[config.mk]
export PLATFORM = sky130hd
export DESIGN_NAME = ccmc_top
export DESIGN_NICKNAME = d
export VERILOG_FILES = /design/src/ccmc_pkg.sv /design/src/ccmc_down_counter.sv /design/src/ccmc_top.sv
export SDC_FILE = /design/constraint.sdc
export NUM_CORES = 1
export LEC_CHECK = 0
export BUFFER_PORTS_ARGS = -buffer_cell sky130_fd_sc_hd__buf_4
export CORE_ASPECT_RATIO = 0.6
export CORE_MARGIN = 5
export CORE_UTILIZATION = 56
export CTS_BUF_LIST = sky130_fd_sc_hd__clkbuf_4
export DETAILED_ROUTE_END_ITERATION = 8
export GPL_TIMING_DRIVEN = 0
export PLACE_DENSITY_LB_ADDON = 0.3
export SLEW_MARGIN = 20
export SYNTH_ARGS = -nofsm -noshare
export SYNTH_HDL_FRONTEND = slang
export SYNTH_SLANG_ARGS = --single-unit
[constraint.sdc]
create_clock -name clk_sys -period 7.75 [get_ports clk_sys]
set_input_delay 1.55 -clock clk_sys [delete_from_list [all_inputs] [get_ports clk_sys]]
set_output_delay 1.55 -clock clk_sys [all_outputs]
set_load 0.02 [all_outputs]
[src/ccmc_pkg.sv]
/*
  Shared definitions for the counter configuration and minor command block:
  register selects, word layouts, opcodes, option bit positions and timing.
  Assumes a single 100 MHz system clock and a 16-bit host register port.
*/
package ccmc_pkg;

  // Port widths.
  localparam int unsigned DATA_W = 16;
  localparam int unsigned SEL_W = 5;

  // Register select codes on the register select lines.
  localparam logic [4:0] SEL_SEQ_CFG = 5'h08;
  localparam logic [4:0] SEL_PAIR_CFG = 5'h09;
  localparam logic [4:0] SEL_MINOR = 5'h0A;
  localparam logic [4:0] SEL_MAJOR = 5'h0B;
  localparam logic [4:0] SEL_SEQ_UPD = 5'h0C;
  localparam logic [4:0] SEL_LO_UPD = 5'h0D;
  localparam logic [4:0] SEL_HI_UPD = 5'h0E;
  localparam logic [4:0] SEL_FLAGS = 5'h10;
  localparam logic [4:0] SEL_SEQ_CAP = 5'h11;
  localparam logic [4:0] SEL_LO_VAL = 5'h12;
  localparam logic [4:0] SEL_HI_VAL = 5'h13;
  localparam logic [4:0] SEL_REQ = 5'h14;

  // Minor opcodes in bits 15 to 12 of the minor command word.
  localparam logic [3:0] OP_CLR_LO = 4'h0;
  localparam logic [3:0] OP_CLR_HI = 4'h1;
  localparam logic [3:0] OP_SET_LO = 4'h2;
  localparam logic [3:0] OP_SET_HI = 4'h3;
  localparam logic [3:0] OP_RUN_CLR = 4'h4;
  localparam logic [3:0] OP_RUN_SET = 4'h5;
  localparam logic [3:0] OP_AUX = 4'h6;
  localparam logic [3:0] OP_RESET = 4'h7;

  // Option bit positions.
  localparam int unsigned OPT_BEGIN = 7;
  localparam int unsigned OPT_UPD_SEQ = 0;
  localparam int unsigned OPT_OP_SEQ = 1;
  localparam int unsigned OPT_CAP_SEQ = 2;
  localparam int unsigned OPT_UPD_LO = 4;
  localparam int unsigned OPT_UPD_HI = 5;
  localparam int unsigned OPT_RST_ALL = 0;
  localparam int unsigned OPT_RST_FLAGS = 1;
  localparam int unsigned OPT_RST_REQ = 3;
  localparam logic [7:0] LOW_FLAG_MASK = 8'h3F;
  localparam logic [3:0] REQ_MASK = 4'hF;

  // Request flag positions.
  localparam int unsigned REQ_SUSP = 0;
  localparam int unsigned REQ_END = 1;

  // Sequence counter operate codes.
  localparam logic [2:0] SEQ_OP_SENT = 3'h2;
  localparam logic [2:0] SEQ_OP_ALIVE = 3'h3;
  localparam logic [2:0] SEQ_OP_DET_A = 3'h4;
  localparam logic [2:0] SEQ_OP_DET_B = 3'h5;
  localparam logic [2:0] SEQ_OP_LOW = 3'h6;
  localparam logic [2:0] SEQ_OP_HIGH = 3'h7;

  // Counter-use codes.
  localparam logic [1:0] USE_LO_ONLY = 2'h0;
  localparam logic [1:0] USE_TIER = 2'h2;
  localparam logic [1:0] USE_CAT = 2'h3;

  // Minor command duration.
  localparam int unsigned CLK_PERIOD_NS = 10;
  localparam int unsigned MINOR_TIME_NS = 30;
  localparam int unsigned MINOR_CYCLES_DEF =
    (MINOR_TIME_NS + CLK_PERIOD_NS - 1) / CLK_PERIOD_NS;

  // Sequence counter configuration word.
  typedef struct packed {
    logic [7:0] unused;
    logic [1:0] src;
    logic [2:0] op;
    logic reload;
    logic end_en;
    logic susp_en;
  } ccmc_seq_cfg_s;

  // Counter pair configuration word.
  typedef struct packed {
    logic [1:0] hi_src;
    logic hi_rise;
    logic hi_reload;
    logic hi_upd_inh;
    logic [1:0] aux_use;
    logic ext_en;
    logic [1:0] lo_src;
    logic lo_rise;
    logic lo_reload;
    logic lo_upd_inh;
    logic [1:0] ext_src;
    logic ext_pol;
  } ccmc_pair_cfg_s;

  // Minor command word.
  typedef struct packed {
    logic [3:0] opcode;
    logic [3:0] null_bits;
    logic [7:0] opt;
  } ccmc_minor_s;

  // Host register port request.
  typedef struct packed {
    logic wr;
    logic rd;
    logic [4:0] sel;
    logic [15:0] wdata;
  } ccmc_host_req_s;

  // Execute-side inputs from the sequencer and event detectors.
  typedef struct packed {
    logic state_sent;
    logic alive;
    logic [3:0] det_hit;
  } ccmc_exec_in_s;

  typedef enum logic {ST_IDLE, ST_BUSY} ccmc_state_e;

endpackage : ccmc_pkg

[src/ccmc_down_counter.sv]
/*
  Down counter with update register load, reload or wrap on passing zero.
  Assumes its controls come from logic on the same clock.
*/
`timescale 1ns/1ps
module ccmc_down_counter #(
  parameter int unsigned W = 16
) (
  // Clock and reset.
  input wire logic clk_sys,
  input wire logic sys_rst,
  // Controls.
  input wire logic clr,
  input wire logic op,
  input wire logic upd,
  input wire logic reload,
  input wire logic [W-1:0] upd_val,
  // Results.
  output logic [W-1:0] value,
  output logic pass_zero
);

  typedef struct packed {
    logic [W-1:0] cnt;
  } ccmc_cnt_s;

  ccmc_cnt_s cnt_reg;
  ccmc_cnt_s cnt_next;

  initial begin
    if (W < 2) $error("ccmc_down_counter needs W of at least 2.");
  end

  // Clear beats update, update beats a decrement in the same cycle.
  always_comb begin
    cnt_next = cnt_reg;
    pass_zero = op && !clr && !upd && (cnt_reg.cnt == '0);
    if (clr) begin
      cnt_next.cnt = '0;
    end else if (upd) begin
      cnt_next.cnt = upd_val;
    end else if (op) begin
      if (pass_zero) begin
        cnt_next.cnt = reload ? upd_val : '1;
      end else begin
        cnt_next.cnt = cnt_reg.cnt - 1'b1;
      end
    end
  end

  always_ff @(posedge clk_sys or posedge sys_rst) begin
    if (sys_rst) begin
      cnt_reg <= '0;
    end else begin
      cnt_reg <= cnt_next;
    end
  end

  assign value = cnt_reg.cnt;

endmodule : ccmc_down_counter

[src/ccmc_top.sv]
/*
  Counter configuration registers, three event counters and the minor
  command executor of the test-bus controller.
  Assumes the host register port is driven by logic on clk_sys and that
  the event pins are asynchronous to it.
*/
`timescale 1ns/1ps

// Contract
// Counter passing zero reloads from update register or wraps to all ones.
// Three-bit operate field selects when the sequence counter counts.
// Two-bit source field picks pin or detector 0 to 3 for sequence counter.
// Polarity bit picks low or high level for external updating.
// Two-bit source field picks the event pin for external updating.
// Update-inverted bit excludes an auxiliary counter from updating.
// Operate bit picks falling or rising edges for an auxiliary counter.
// Two-bit source field picks the pin operating an auxiliary counter.
// External updating happens only while its enable bit is one.
// Counter-use field makes aux counters separate, tiered or concatenated.
// Use code 00 lets only the low aux counter update externally.
// Counter pair configuration word sits at select 01001.
// Host-written words are never changed by the device.
// Minor command word sits at select 01010.
// Each write of the minor command word starts that command.
// Command-in-progress pin is high while a minor command runs.
// Minor commands leave awake, alive and finish flag alone.
// Run-and-request commands with begin option start the major command.
// Opcode bits 15 to 12 decode eight minor commands; 1XXX does nothing.
// Opcode 0000 clears flags 5 to 0 where option bits are set.
// Opcode 0001 clears flags 15 to 8 from option bits 7 to 0.
// Option bits of zero leave their action undone.
// Sequence counter passing zero sets suspend request when enabled.
// Counters decrement by one; passing zero is decrementing from zero.
// Tiered high aux counter is operated by low one passing zero.
module ccmc_top
  import ccmc_pkg::*;
#(
  parameter int unsigned MINOR_CYCLES = ccmc_pkg::MINOR_CYCLES_DEF
) (
  // Clock and reset.
  input wire logic clk_sys,
  input wire logic sys_rst,
  // Host register port.
  input wire ccmc_pkg::ccmc_host_req_s host_req,
  output logic [15:0] host_rdata,
  output logic cmd_busy,
  // Event pins and execute-side inputs.
  input wire logic [3:0] event_pins,
  input wire ccmc_pkg::ccmc_exec_in_s exec_in,
  input wire logic [15:0] hw_flag_set,
  // Results for the rest of the controller.
  output logic [15:0] interrupt_flag_word,
  output logic [3:0] request_flags,
  output logic major_start,
  output logic [15:0] major_word,
  output logic [2:0] zero_pulse
);

  import ccmc_pkg::*;

  // All block state apart from the counters themselves.
  typedef struct packed {
    ccmc_state_e state;
    logic [3:0] busy_cnt;
    logic busy;
    ccmc_seq_cfg_s seq_cfg;
    ccmc_pair_cfg_s pair_cfg;
    ccmc_minor_s minor;
    logic [15:0] major;
    logic [15:0] seq_upd;
    logic [15:0] lo_upd;
    logic [15:0] hi_upd;
    logic [15:0] flags;
    logic [15:0] seq_cap;
    logic [3:0] req;
    logic [3:0] ev_s1;
    logic [3:0] ev_s2;
    logic [3:0] ev_d;
    logic [15:0] rdata;
    logic major_start;
    logic [2:0] zero_pulse;
  } ccmc_state_s;

  ccmc_state_s st_reg;
  ccmc_state_s st_next;

  // Counter controls and values.
  logic [15:0] seq_val;
  logic [15:0] lo_val;
  logic [15:0] hi_val;
  logic seq_pz;
  logic lo_pz;
  logic hi_pz;
  logic seq_op;
  logic seq_upd_go;
  logic lo_op;
  logic lo_upd_go;
  logic lo_reload_eff;
  logic hi_op;
  logic hi_upd_go;
  logic cnt_clr;

  // Decoded minor command actions, valid in the write cycle only.
  logic minor_go;
  logic [7:0] opt;
  logic [3:0] opc;
  logic [15:0] flag_clr;
  logic [15:0] flag_set;
  logic [3:0] req_clr;
  logic [3:0] req_set;
  logic soft_all;

  // Pin levels and edges after synchronising.
  logic [3:0] ev_lvl;
  logic [3:0] ev_rise;
  logic [3:0] ev_fall;
  logic ext_upd;

  initial begin
    if (MINOR_CYCLES < 1 || MINOR_CYCLES > 15) begin
      $error("ccmc_top needs MINOR_CYCLES from 1 to 15.");
    end
  end

  // Read multiplexer; unmapped selects read as zero.
  function automatic logic [15:0] read_mux(input ccmc_state_s s, input logic [4:0] sel,
                                           input logic [15:0] lo, input logic [15:0] hi);
    logic [15:0] r;
    r = 16'h0000;
    unique case (sel)
      SEL_SEQ_CFG: r = s.seq_cfg;
      SEL_PAIR_CFG: r = s.pair_cfg;
      SEL_MINOR: r = s.minor;
      SEL_MAJOR: r = s.major;
      SEL_SEQ_UPD: r = s.seq_upd;
      SEL_LO_UPD: r = s.lo_upd;
      SEL_HI_UPD: r = s.hi_upd;
      SEL_FLAGS: r = s.flags;
      SEL_SEQ_CAP: r = s.seq_cap;
      SEL_LO_VAL: r = lo;
      SEL_HI_VAL: r = hi;
      SEL_REQ: r = {12'h000, s.req};
      default: r = 16'h0000;
    endcase
    return r;
  endfunction : read_mux

  // Only the second synchroniser stage and its delayed copy are looked at.
  assign ev_lvl = st_reg.ev_s2;
  assign ev_rise = st_reg.ev_s2 & ~st_reg.ev_d;
  assign ev_fall = ~st_reg.ev_s2 & st_reg.ev_d;

  // Level-sensitive external update on the chosen pin and polarity.
  assign ext_upd = st_reg.pair_cfg.ext_en
                   && (ev_lvl[st_reg.pair_cfg.ext_src] == st_reg.pair_cfg.ext_pol);

  // Minor command decode straight from the write data.
  always_comb begin
    minor_go = host_req.wr && (host_req.sel == SEL_MINOR);
    opc = host_req.wdata[15:12];
    opt = host_req.wdata[7:0];
    flag_clr = 16'h0000;
    flag_set = 16'h0000;
    req_clr = 4'h0;
    req_set = 4'h0;
    soft_all = 1'b0;
    if (minor_go) begin
      // Only option bits that are one act; 1XXX opcodes match nothing.
      unique case (opc)
        OP_CLR_LO: flag_clr = {8'h00, opt & LOW_FLAG_MASK};
        OP_CLR_HI: flag_clr = {opt, 8'h00};
        OP_SET_LO: flag_set = {8'h00, opt & LOW_FLAG_MASK};
        OP_SET_HI: flag_set = {opt, 8'h00};
        OP_RUN_CLR: req_clr = opt[3:0];
        OP_RUN_SET: req_set = opt[3:0];
        OP_RESET: begin
          soft_all = opt[OPT_RST_ALL];
          if (opt[OPT_RST_FLAGS] || opt[OPT_RST_ALL]) flag_clr = 16'hFFFF;
          if (opt[OPT_RST_REQ] || opt[OPT_RST_ALL]) req_clr = REQ_MASK;
        end
        default: begin
          flag_clr = 16'h0000;
        end
      endcase
    end
  end

  // Sequence counter operation by the selected cause.
  always_comb begin
    seq_op = 1'b0;
    unique case (st_reg.seq_cfg.op)
      SEQ_OP_SENT: seq_op = exec_in.state_sent;
      SEQ_OP_ALIVE: seq_op = exec_in.alive;
      SEQ_OP_DET_A, SEQ_OP_DET_B: seq_op = exec_in.det_hit[st_reg.seq_cfg.src];
      SEQ_OP_LOW: seq_op = !ev_lvl[st_reg.seq_cfg.src];
      SEQ_OP_HIGH: seq_op = ev_lvl[st_reg.seq_cfg.src];
      default: seq_op = 1'b0;
    endcase
    if (minor_go && opc == OP_AUX && opt[OPT_OP_SEQ]) seq_op = 1'b1;
    seq_upd_go = minor_go && opc == OP_AUX && opt[OPT_UPD_SEQ];
  end

  // Auxiliary counter operation, update and chaining.
  always_comb begin
    cnt_clr = soft_all;
    lo_op = st_reg.pair_cfg.lo_rise ? ev_rise[st_reg.pair_cfg.lo_src]
                                    : ev_fall[st_reg.pair_cfg.lo_src];
    hi_op = st_reg.pair_cfg.hi_rise ? ev_rise[st_reg.pair_cfg.hi_src]
                                    : ev_fall[st_reg.pair_cfg.hi_src];
    lo_reload_eff = st_reg.pair_cfg.lo_reload;
    if (st_reg.pair_cfg.aux_use == USE_TIER) begin
      hi_op = lo_pz;
    end else if (st_reg.pair_cfg.aux_use == USE_CAT) begin
      // The low half borrows into the high half; the whole reloads together.
      hi_op = lo_pz;
      lo_reload_eff = (hi_val == 16'h0000) && st_reg.pair_cfg.hi_reload;
    end
    lo_upd_go = (ext_upd || (minor_go && opc == OP_AUX && opt[OPT_UPD_LO]))
                && !st_reg.pair_cfg.lo_upd_inh;
    hi_upd_go = ((ext_upd && st_reg.pair_cfg.aux_use != USE_LO_ONLY)
                 || (minor_go && opc == OP_AUX && opt[OPT_UPD_HI]))
                && !st_reg.pair_cfg.hi_upd_inh;
  end

  // Next state of everything held in the state struct.
  always_comb begin
    st_next = st_reg;
    st_next.major_start = 1'b0;
    st_next.zero_pulse = {hi_pz, lo_pz, seq_pz};
    st_next.ev_s1 = event_pins;
    st_next.ev_s2 = st_reg.ev_s1;
    st_next.ev_d = st_reg.ev_s2;
    // Host writes; the device itself never alters these words.
    if (host_req.wr) begin
      unique case (host_req.sel)
        SEL_SEQ_CFG: st_next.seq_cfg = host_req.wdata;
        SEL_PAIR_CFG: st_next.pair_cfg = host_req.wdata;
        SEL_MINOR: st_next.minor = host_req.wdata;
        SEL_MAJOR: st_next.major = host_req.wdata;
        SEL_SEQ_UPD: st_next.seq_upd = host_req.wdata;
        SEL_LO_UPD: st_next.lo_upd = host_req.wdata;
        SEL_HI_UPD: st_next.hi_upd = host_req.wdata;
        default: st_next.seq_upd = st_reg.seq_upd;
      endcase
    end
    // Flags: a hardware set in the clearing cycle wins over the clear.
    st_next.flags = (st_reg.flags & ~flag_clr) | flag_set | hw_flag_set;
    // Request flags, including those raised by the sequence counter.
    st_next.req = (st_reg.req & ~req_clr) | req_set;
    if (seq_pz && st_reg.seq_cfg.susp_en) st_next.req[REQ_SUSP] = 1'b1;
    if (seq_pz && st_reg.seq_cfg.end_en) st_next.req[REQ_END] = 1'b1;
    // Begin the major command; awake, alive and finish stay with the sequencer.
    if (minor_go && (opc == OP_RUN_CLR || opc == OP_RUN_SET) && opt[OPT_BEGIN]) begin
      st_next.major_start = 1'b1;
    end
    if (minor_go && opc == OP_AUX && opt[OPT_CAP_SEQ]) begin
      st_next.seq_cap = seq_val;
    end
    if (soft_all) st_next.seq_cap = 16'h0000;
    // Busy spans a fixed number of cycles; a write while busy restarts it.
    unique case (st_reg.state)
      ST_IDLE: begin
        if (minor_go) begin
          st_next.state = ST_BUSY;
          st_next.busy = 1'b1;
          st_next.busy_cnt = 4'(MINOR_CYCLES - 1);
        end
      end
      ST_BUSY: begin
        if (minor_go) begin
          st_next.busy_cnt = 4'(MINOR_CYCLES - 1);
        end else if (st_reg.busy_cnt == 4'h0) begin
          st_next.state = ST_IDLE;
          st_next.busy = 1'b0;
        end else begin
          st_next.busy_cnt = st_reg.busy_cnt - 4'h1;
        end
      end
    endcase
    // Read data is registered and holds until the next read.
    if (host_req.rd) begin
      st_next.rdata = read_mux(st_reg, host_req.sel, lo_val, hi_val);
    end
  end

  // Configuration words reset to zero; the sequence counter is then idle, the aux counters count falling edges on pin 0.
  always_ff @(posedge clk_sys or posedge sys_rst) begin
    if (sys_rst) begin
      st_reg <= '0;
    end else begin
      st_reg <= st_next;
    end
  end

  // Sequence counter.
  ccmc_down_counter #(.W(DATA_W)) u_seq (
    .clk_sys(clk_sys),
    .sys_rst(sys_rst),
    .clr(cnt_clr),
    .op(seq_op),
    .upd(seq_upd_go),
    .reload(st_reg.seq_cfg.reload),
    .upd_val(st_reg.seq_upd),
    .value(seq_val),
    .pass_zero(seq_pz)
  );

  // Low auxiliary counter.
  ccmc_down_counter #(.W(DATA_W)) u_lo (
    .clk_sys(clk_sys),
    .sys_rst(sys_rst),
    .clr(cnt_clr),
    .op(lo_op),
    .upd(lo_upd_go),
    .reload(lo_reload_eff),
    .upd_val(st_reg.lo_upd),
    .value(lo_val),
    .pass_zero(lo_pz)
  );

  // High auxiliary counter.
  ccmc_down_counter #(.W(DATA_W)) u_hi (
    .clk_sys(clk_sys),
    .sys_rst(sys_rst),
    .clr(cnt_clr),
    .op(hi_op),
    .upd(hi_upd_go),
    .reload(st_reg.pair_cfg.hi_reload),
    .upd_val(st_reg.hi_upd),
    .value(hi_val),
    .pass_zero(hi_pz)
  );

  // Every output comes from a register of the state struct.
  assign host_rdata = st_reg.rdata;
  assign cmd_busy = st_reg.busy;
  assign interrupt_flag_word = st_reg.flags;
  assign request_flags = st_reg.req;
  assign major_start = st_reg.major_start;
  assign major_word = st_reg.major;
  assign zero_pulse = st_reg.zero_pulse;

endmodule : ccmc_top

---- Word-level counts from Yosys, hierarchy flattened ----
Cells that the tools add are included.
word-level totals
  register bits ........................... 234
  logic and storage cells ................. 212
cells by class
  add/sub/neg operators ................... 4
  magnitude comparators ................... 4
  eq/ne operators ......................... 32
  multiplexer cells ....................... 63
  bitwise operators ....................... 12
  reductions and logical operators ........ 57
operators by type and width
  operator                                            count
  2-to-1 mux 16 bit                                   20
  one-hot mux 16 bit (12 select lines)                1
  logical NOT 16 bit                                  3
  one-hot mux 16 bit (3 select lines)                 1
  subtractor 16 x 1 -> 16 bit, second input constant  3
  == test 5 x 4 -> 1 bit, second input constant       7
  bitwise OR 16 bit                                   2
  one-hot mux 16 bit (2 select lines)                 1
  == test 5 bit, second input constant                5
  logical AND 1 bit                                   25
  2-to-1 mux 4 bit                                    6
  2-to-1 mux 1 bit                                    23
  bitwise AND 16 bit                                  1
  == test 4 x 3 -> 1 bit, second input constant       4
  inverter 16 bit                                     1
  AND reduction 2 bit                                 8
  binary-select mux 1 bit (select 2 bit)              7
  bitwise AND 4 bit                                   3
  == test 3 bit, second input constant                4
  < comparator 2 x 3 -> 1 bit, second input constant  4
  inverter 4 bit                                      3
  one-hot mux 6 bit (2 select lines)                  1
  nonzero test 3 bit                                  3
  == test 4 x 2 -> 1 bit, second input constant       2
  other kinds (19)                                    34

---- Depth between registers and ports, before layout ----
  depth after elaboration ................. 18
  mapped depth ............................ 11
  mapped depth without buffers ............ 9

---- Modules after synthesis ----
From an unflattened synthesis, not the netlist that was laid out.
second synthesis, totals
  cell total of the unflattened synthesis .. 1250
  area, all modules ....................... 12796.0 µm²
by module, submodules not included
  module             instances  cells each  area an instance (µm²)  sequential area each (µm²)
  ccmc_top           1          833         9173.8                  4654.5
  ccmc_down_counter  3          139         1207.4                  400.4

---- Worst setup path after synthesis ----
No wires, ideal clock.
  kind .................................... input port to flip-flop
  from .................................... input host_req[20] (netlist bit)
  to ...................................... register u_lo.cnt_reg, in the netlist u_lo.value[10]
  arrival time ............................ 3.630 ns
  path slack .............................. 4.042 ns
  stages .................................. 9
  path buffers ............................ 2
  path through ............................ or3b_1 buf_2 nor4_4 nor3_1 and2_1 buf_2 or4_1 a21o_1 a21oi_1
on the way
  word-level cells in the longest chain between the ends .. 13
  elaborated cells between the ends (all ways) .. 17
  those cells by class .................... eq/ne (1); mux (5); reduce/logical (11)
ends and longest elaborated chain
  what                             RTL line                 RTL
  start, declared                  ccmc_top.sv:44           input wire ccmc_pkg::ccmc_host_req_s host_req,
  == test 5 x 4 -> 1 bit *         ccmc_top.sv:159          minor_go = host_req.wr && (host_req.sel == SEL_MINOR);
  logical AND 1 bit *              ccmc_top.sv:159
  logical AND 1 bit (2 in series)  ccmc_top.sv:218          lo_upd_go = (ext_upd || (minor_go && opc == OP_AUX && opt[OPT_UPD_LO]))
  logical OR 1 bit                 ccmc_top.sv:218
  logical AND 1 bit                ccmc_top.sv:219          && !st_reg.pair_cfg.lo_upd_inh;
  logical NOT 1 bit                ccmc_down_counter.sv:37  pass_zero = op && !clr && !upd && (cnt_reg.cnt == '0);
  logical AND 1 bit (2 in series)  ccmc_down_counter.sv:37
  2-to-1 mux 16 bit                ccmc_down_counter.sv:43  if (pass_zero) begin
  2-to-1 mux 16 bit                ccmc_down_counter.sv:42  end else if (op) begin
  2-to-1 mux 16 bit                ccmc_down_counter.sv:40  end else if (upd) begin
  2-to-1 mux 16 bit                ccmc_down_counter.sv:38  if (clr) begin
  end signal, assigned             ccmc_down_counter.sv:55  cnt_reg <= cnt_next;
  end, declared                    ccmc_down_counter.sv:27  ccmc_cnt_s cnt_reg;
Every way passes the cells marked *; elsewhere a longest branch is shown, timed or not. The select of a mux whose other input is x is not followed.
A chain may end at the register's enable or synchronous reset.

---- Worst setup path in the final report ----
  from .................................... input host_req[22] (netlist bit)
  to ...................................... register u_lo.cnt_reg, in the netlist u_lo.value[12]
on the way
  word-level cells in the longest chain between the ends .. 12
  elaborated cells between the ends (all ways) .. 16
  those cells by class .................... mux (5); reduce/logical (11)
ends and longest elaborated chain
  what                             RTL line
  logical AND 1 bit *              ccmc_top.sv:159
  logical AND 1 bit (2 in series)  ccmc_top.sv:218
  logical OR 1 bit                 ccmc_top.sv:218
  logical AND 1 bit                ccmc_top.sv:219
  logical NOT 1 bit                ccmc_down_counter.sv:37
  logical AND 1 bit (2 in series)  ccmc_down_counter.sv:37
  2-to-1 mux 16 bit                ccmc_down_counter.sv:43
  2-to-1 mux 16 bit                ccmc_down_counter.sv:42
  2-to-1 mux 16 bit                ccmc_down_counter.sv:40
  2-to-1 mux 16 bit                ccmc_down_counter.sv:38
Marks and branches as above.

==> summary.md <==
The via count of the first global-routing pass is 11000. Setup repair after global routing left no endpoint under its margin. Counting every net in the synthesized netlist gives 1294. Combinational cells account for 26.0% of the total power.

Number of flip-flops under the largest register name: 121. The tools report the fraction of power consumed by the clock network as 26.2%. The most common cell after layout, fill and taps aside was sky130_fd_sc_hd__dfrtp_1. Dividing total power by cell area gives a power density of 271 nW/um^2.

Counting the fill cells in the layout gives 1801. The run gives 0 as the number of design rule violations left after detail routing. For this design the total switching power over the nets is 0.00151 W. In this run the most critical hold path is launched from st_next[26]$_DFF_PP0_. Input and output buffers added on the ports amount to 102. For this run, the total global-route usage over all layers was measured as 38.6%. The total routed wirelength is 49700 um, and the data required time of the critical path is 8.32 ns.

The largest net degree at the start of global routing is 36. The largest clock skew in the final design is 0.0623 ns, and the Yosys warning count is 0. The tools report the count of vias placed by the detailed router as 11700. Dividing the detail-routed via count by the number of cells gives 6.78. The capture point of the worst reg-to-reg path was u_lo.value[11]$_DFFE_PP0P_.

The share of post-route cells with drive strength above 1 is 26.4%. The finished layout holds 1729 standard cells, fillers aside. The type of the most critical hold path is reg2reg. The average instance in the mapped netlist occupies 10.0 um^2. Setup violations remaining at the end of the flow were counted as 0.

In this run, synthesis inferred 0 flip-flops with an integrated enable. The top fanout value on the critical path was 10. The die covers 25300 um^2. The number of max-slew violations in the final report is 0.

In this design, the critical path's most frequently occurring cell is sky130_fd_sc_hd__nor2_1. The logs give 0 for the antenna diode count and 0 for the reported max-cap violation count. The worst register-to-register path has a setup slack of 3.96 ns. The run gives 1634 as the cell total after placement.

The type of the worst setup path is in2reg. In this run, post-CTS hold repair placed 0 buffers. The HPWL after detailed placement is 37200 um. The post-layout minimum cycle time was 4.31 ns; the clock insertion delay at the later pin of the skew report was 0.78 ns. Leaving out fill and tap cells, the most frequent cells in the layout are sky130_fd_sc_hd__dfrtp_1, sky130_fd_sc_hd__nand2_1, sky130_fd_sc_hd__buf_4. For this design, the slowest cell found on the critical path is sky130_fd_sc_hd__nor4_2. The total length of routed met3 wires is 9530 um, and the count of buffer and inverter cells on the critical path is 2.

The routed design uses 18400 um of met2 wire. TritonCTS built the clock tree. Setup slack after placement: 2.94 ns. The final critical path takes up 55.6% of the cycle.

In this run the clock root is driven by a sky130_fd_sc_hd__clkbuf_4. The CTS buffer count was 56. The highest cell delay on the worst timing path works out to 0.87 ns. The critical path goes through clkbuf_1, nand3b_1, nor4_2, a22oi_1, nor2_1, buf_2, a21oi_2, nor2_1, a211oi_1. For the part of the Yosys area used for sequential elements, the log shows 47.3%.

The synthesized flop and latch total works out to 234. After detailed routing, no signal wire sits above met5. For the area of the mapped netlist, the log shows 12400 um^2. The maximum buffer depth of the clock tree came out at 3. The tools report the global route total overflow as 0.

Of all flip-flops after synthesis, the portion carrying an async set or reset was 100%. The worst setup path is captured at a flop. Counting cells, the worst reg-to-reg path comes to 9. The run finished with clean final reports. Data arrives at the worst endpoint at 4.88 ns. The actual slew at the worst max-slew pin was 1.10 ns; the total leakage power was 6.57 nW. Counting distinct cell types in the post-synthesis netlist gives 73. The vertical extent of the die came out at 125 um. STA classifies the critical path startpoint as an input port. Clock-pin slew reported for the worst setup and hold paths after clock tree synthesis: 0.06 ns. The clock net sink count came out at 234.

The tools report the worst hold path endpoint as ev_lvl[2]$_DFF_PP0_. The cell count of the worst hold path was 0. IR analysis of the VDD net gives a maximum drop of 0.173 mV.

Measured against its own limit, the worst slew margin works out to 26.0%. The logs give 1842 for the DRC violation total after the first TritonRoute iteration and 2 for the initial antenna violation count. The tools report the setup TNS after final layout as 0 ns. The signed area change from the synthesized netlist to the final layout is 16.2%, and the placed standard-cell area is 13700 um^2. The floorplan has 42 rows. In the synthesized netlist, the number of instances is 1238. Leading register cell type out of synthesis: sky130_fd_sc_hd__dfrtp_1. For this design the top-level I/O count stands at 108. In this design, the largest share of critical-path delay is due to simple AND/OR/NAND/NOR gates. The finished cells cover 14400 um^2. The internal power was 0.00238 W; the count of TritonRoute iterations in the first routing pass was 7. The floorplan step defined a core boundary enclosing 21900 um^2. The run gives 20400 um as the routed metal-1 wirelength. The average detailed-routed wire length per instance was 28.7 um; the number of nets in the final layout was 1462. The tools report the number of setup buffers added after CTS as 0. The placer congestion estimate is 1.03.

The startpoint of the worst register-to-register path is u_hi.value[1]$_DFFE_PP0P_. The net switching share of the total power is 38.8%, and the number of failing hold endpoints at the final stage is 0. The first global-routing pass estimated 72600 um of wire.

The final worst setup slack is 3.44 ns, and the part of the power in registers is 47.8%. The width of the die is 202 um, and the post-CTS resize count is 0. For the worst hold margin, the log shows 0.350 ns. The tools report the timing-limited maximum frequency as 232 MHz.

The H-tree level count is 2, and the residual antenna-violating net count after detailed routing is 0. Once the floorplan was initialized, standard cells occupied 56.5% of the core.
## kinds of logic (layout without fill, tap and decap cells)
kind of cell | count (synthesis) | count (layout) | share of synthesized area (%)
muxes | 102 | 102 | 9.86
adders and majority gates | 5 | 5 | 0.505
and+or+nand+nor | 418 | 418 | 16.5
DFF | 234 | 234 | 47.3
xor gates and xnor gates | 20 | 20 | 1.42
AOI/OAI and AO/OA | 307 | 307 | 18.1
buffers and inverters | 152 | 357 | 6.36
## routing by layer
metal | global-route usage, % | up-vias
met5 | 0 | -
met4 | 10.0 | 2
met3 | 22.9 | 120
met2 | 47.4 | 996
met1 | 56.9 | 5715
li1 | - | 4888
## worst max-delay path by stage
stage                 startpoint                    endpoint  slack (ns)  cells after the start
floorplan                sys_rst        cmd_busy$_DFFE_PP0P_        3.14                      1
global placement         sys_rst  u_lo.value[10]$_DFFE_PP0P_        1.64                      2
detailed placement  host_req[22]  u_lo.value[12]$_DFFE_PP0P_        2.94                      9
CTS                 host_req[22]  u_lo.value[12]$_DFFE_PP0P_        3.69                      9
global route        host_req[17]  u_lo.value[12]$_DFFE_PP0P_        3.29                      9
finish              host_req[22]  u_lo.value[12]$_DFFE_PP0P_        3.44                      9
## synthesized netlist by cell type (all sizes together) (12+ instances only)
cell type	instances	area share, %
inv	26	0.79
nor3	29	1.2
o21ai	45	1.8
o22ai	16	0.81
mux2	90	8.2
clkbuf	62	1.9
nand2	170	5.2
nand3	47	1.9
a221o	14	1.1
buf	64	3.7
a221oi	16	1.1
and3	12	0.61
a22oi	45	2.7
nor4	15	0.98
a21oi	40	1.7
a21o	20	1.2
nor2	64	1.9
dfrtp	234	47
a22o	31	2.2
nand2b	16	0.81
## per-stage QoR
| step | power (W) | utilization [%] |
|---|---|---|
| global route | 0.00405 | 65.6 |
| global placement | 0.00278 | 61.6 |
| finish | 0.00389 | 65.6 |
| floorplan | 0.00237 | - |
| CTS | 0.00381 | 65.6 |
| detailed placement | 0.00281 | 62.5 |
## cell type report
type                            instances  area, um^2  area share [%]
Clock buffer                           81         608            4.23
Multi-Input combinational cell        852        5770            40.1
Buffer                                126         689            4.79
Inverter                               26         101           0.705
Timing Repair Buffer                  110         933            6.49
Clock inverter                         14        63.8           0.444
Sequential cell                       234        5860            40.7
Tap cell                              286         358            2.49
## worst register-to-register path: cells and delay by family (launching register included)
family                   cells  cell delay, ns
adder cells (fa/ha/maj)      1            0.26
buffers and inverters        1            0.12
flip-flops                   1            0.52
AND/OR/NAND/NOR              2            1.58
AO/OA/AOI/OAI                5            1.20
## power groups by stage
stage               logic, W  clock network [W]  registers, W
detailed placement  0.000975                  0       0.00184
floorplan           0.000712                  0       0.00166
global placement    0.000944                  0       0.00183
finish               0.00101            0.00102       0.00186
global route         0.00110            0.00108       0.00187
CTS                 0.000983            0.00101       0.00182
Note: power is estimated with default switching activity, not from simulation.
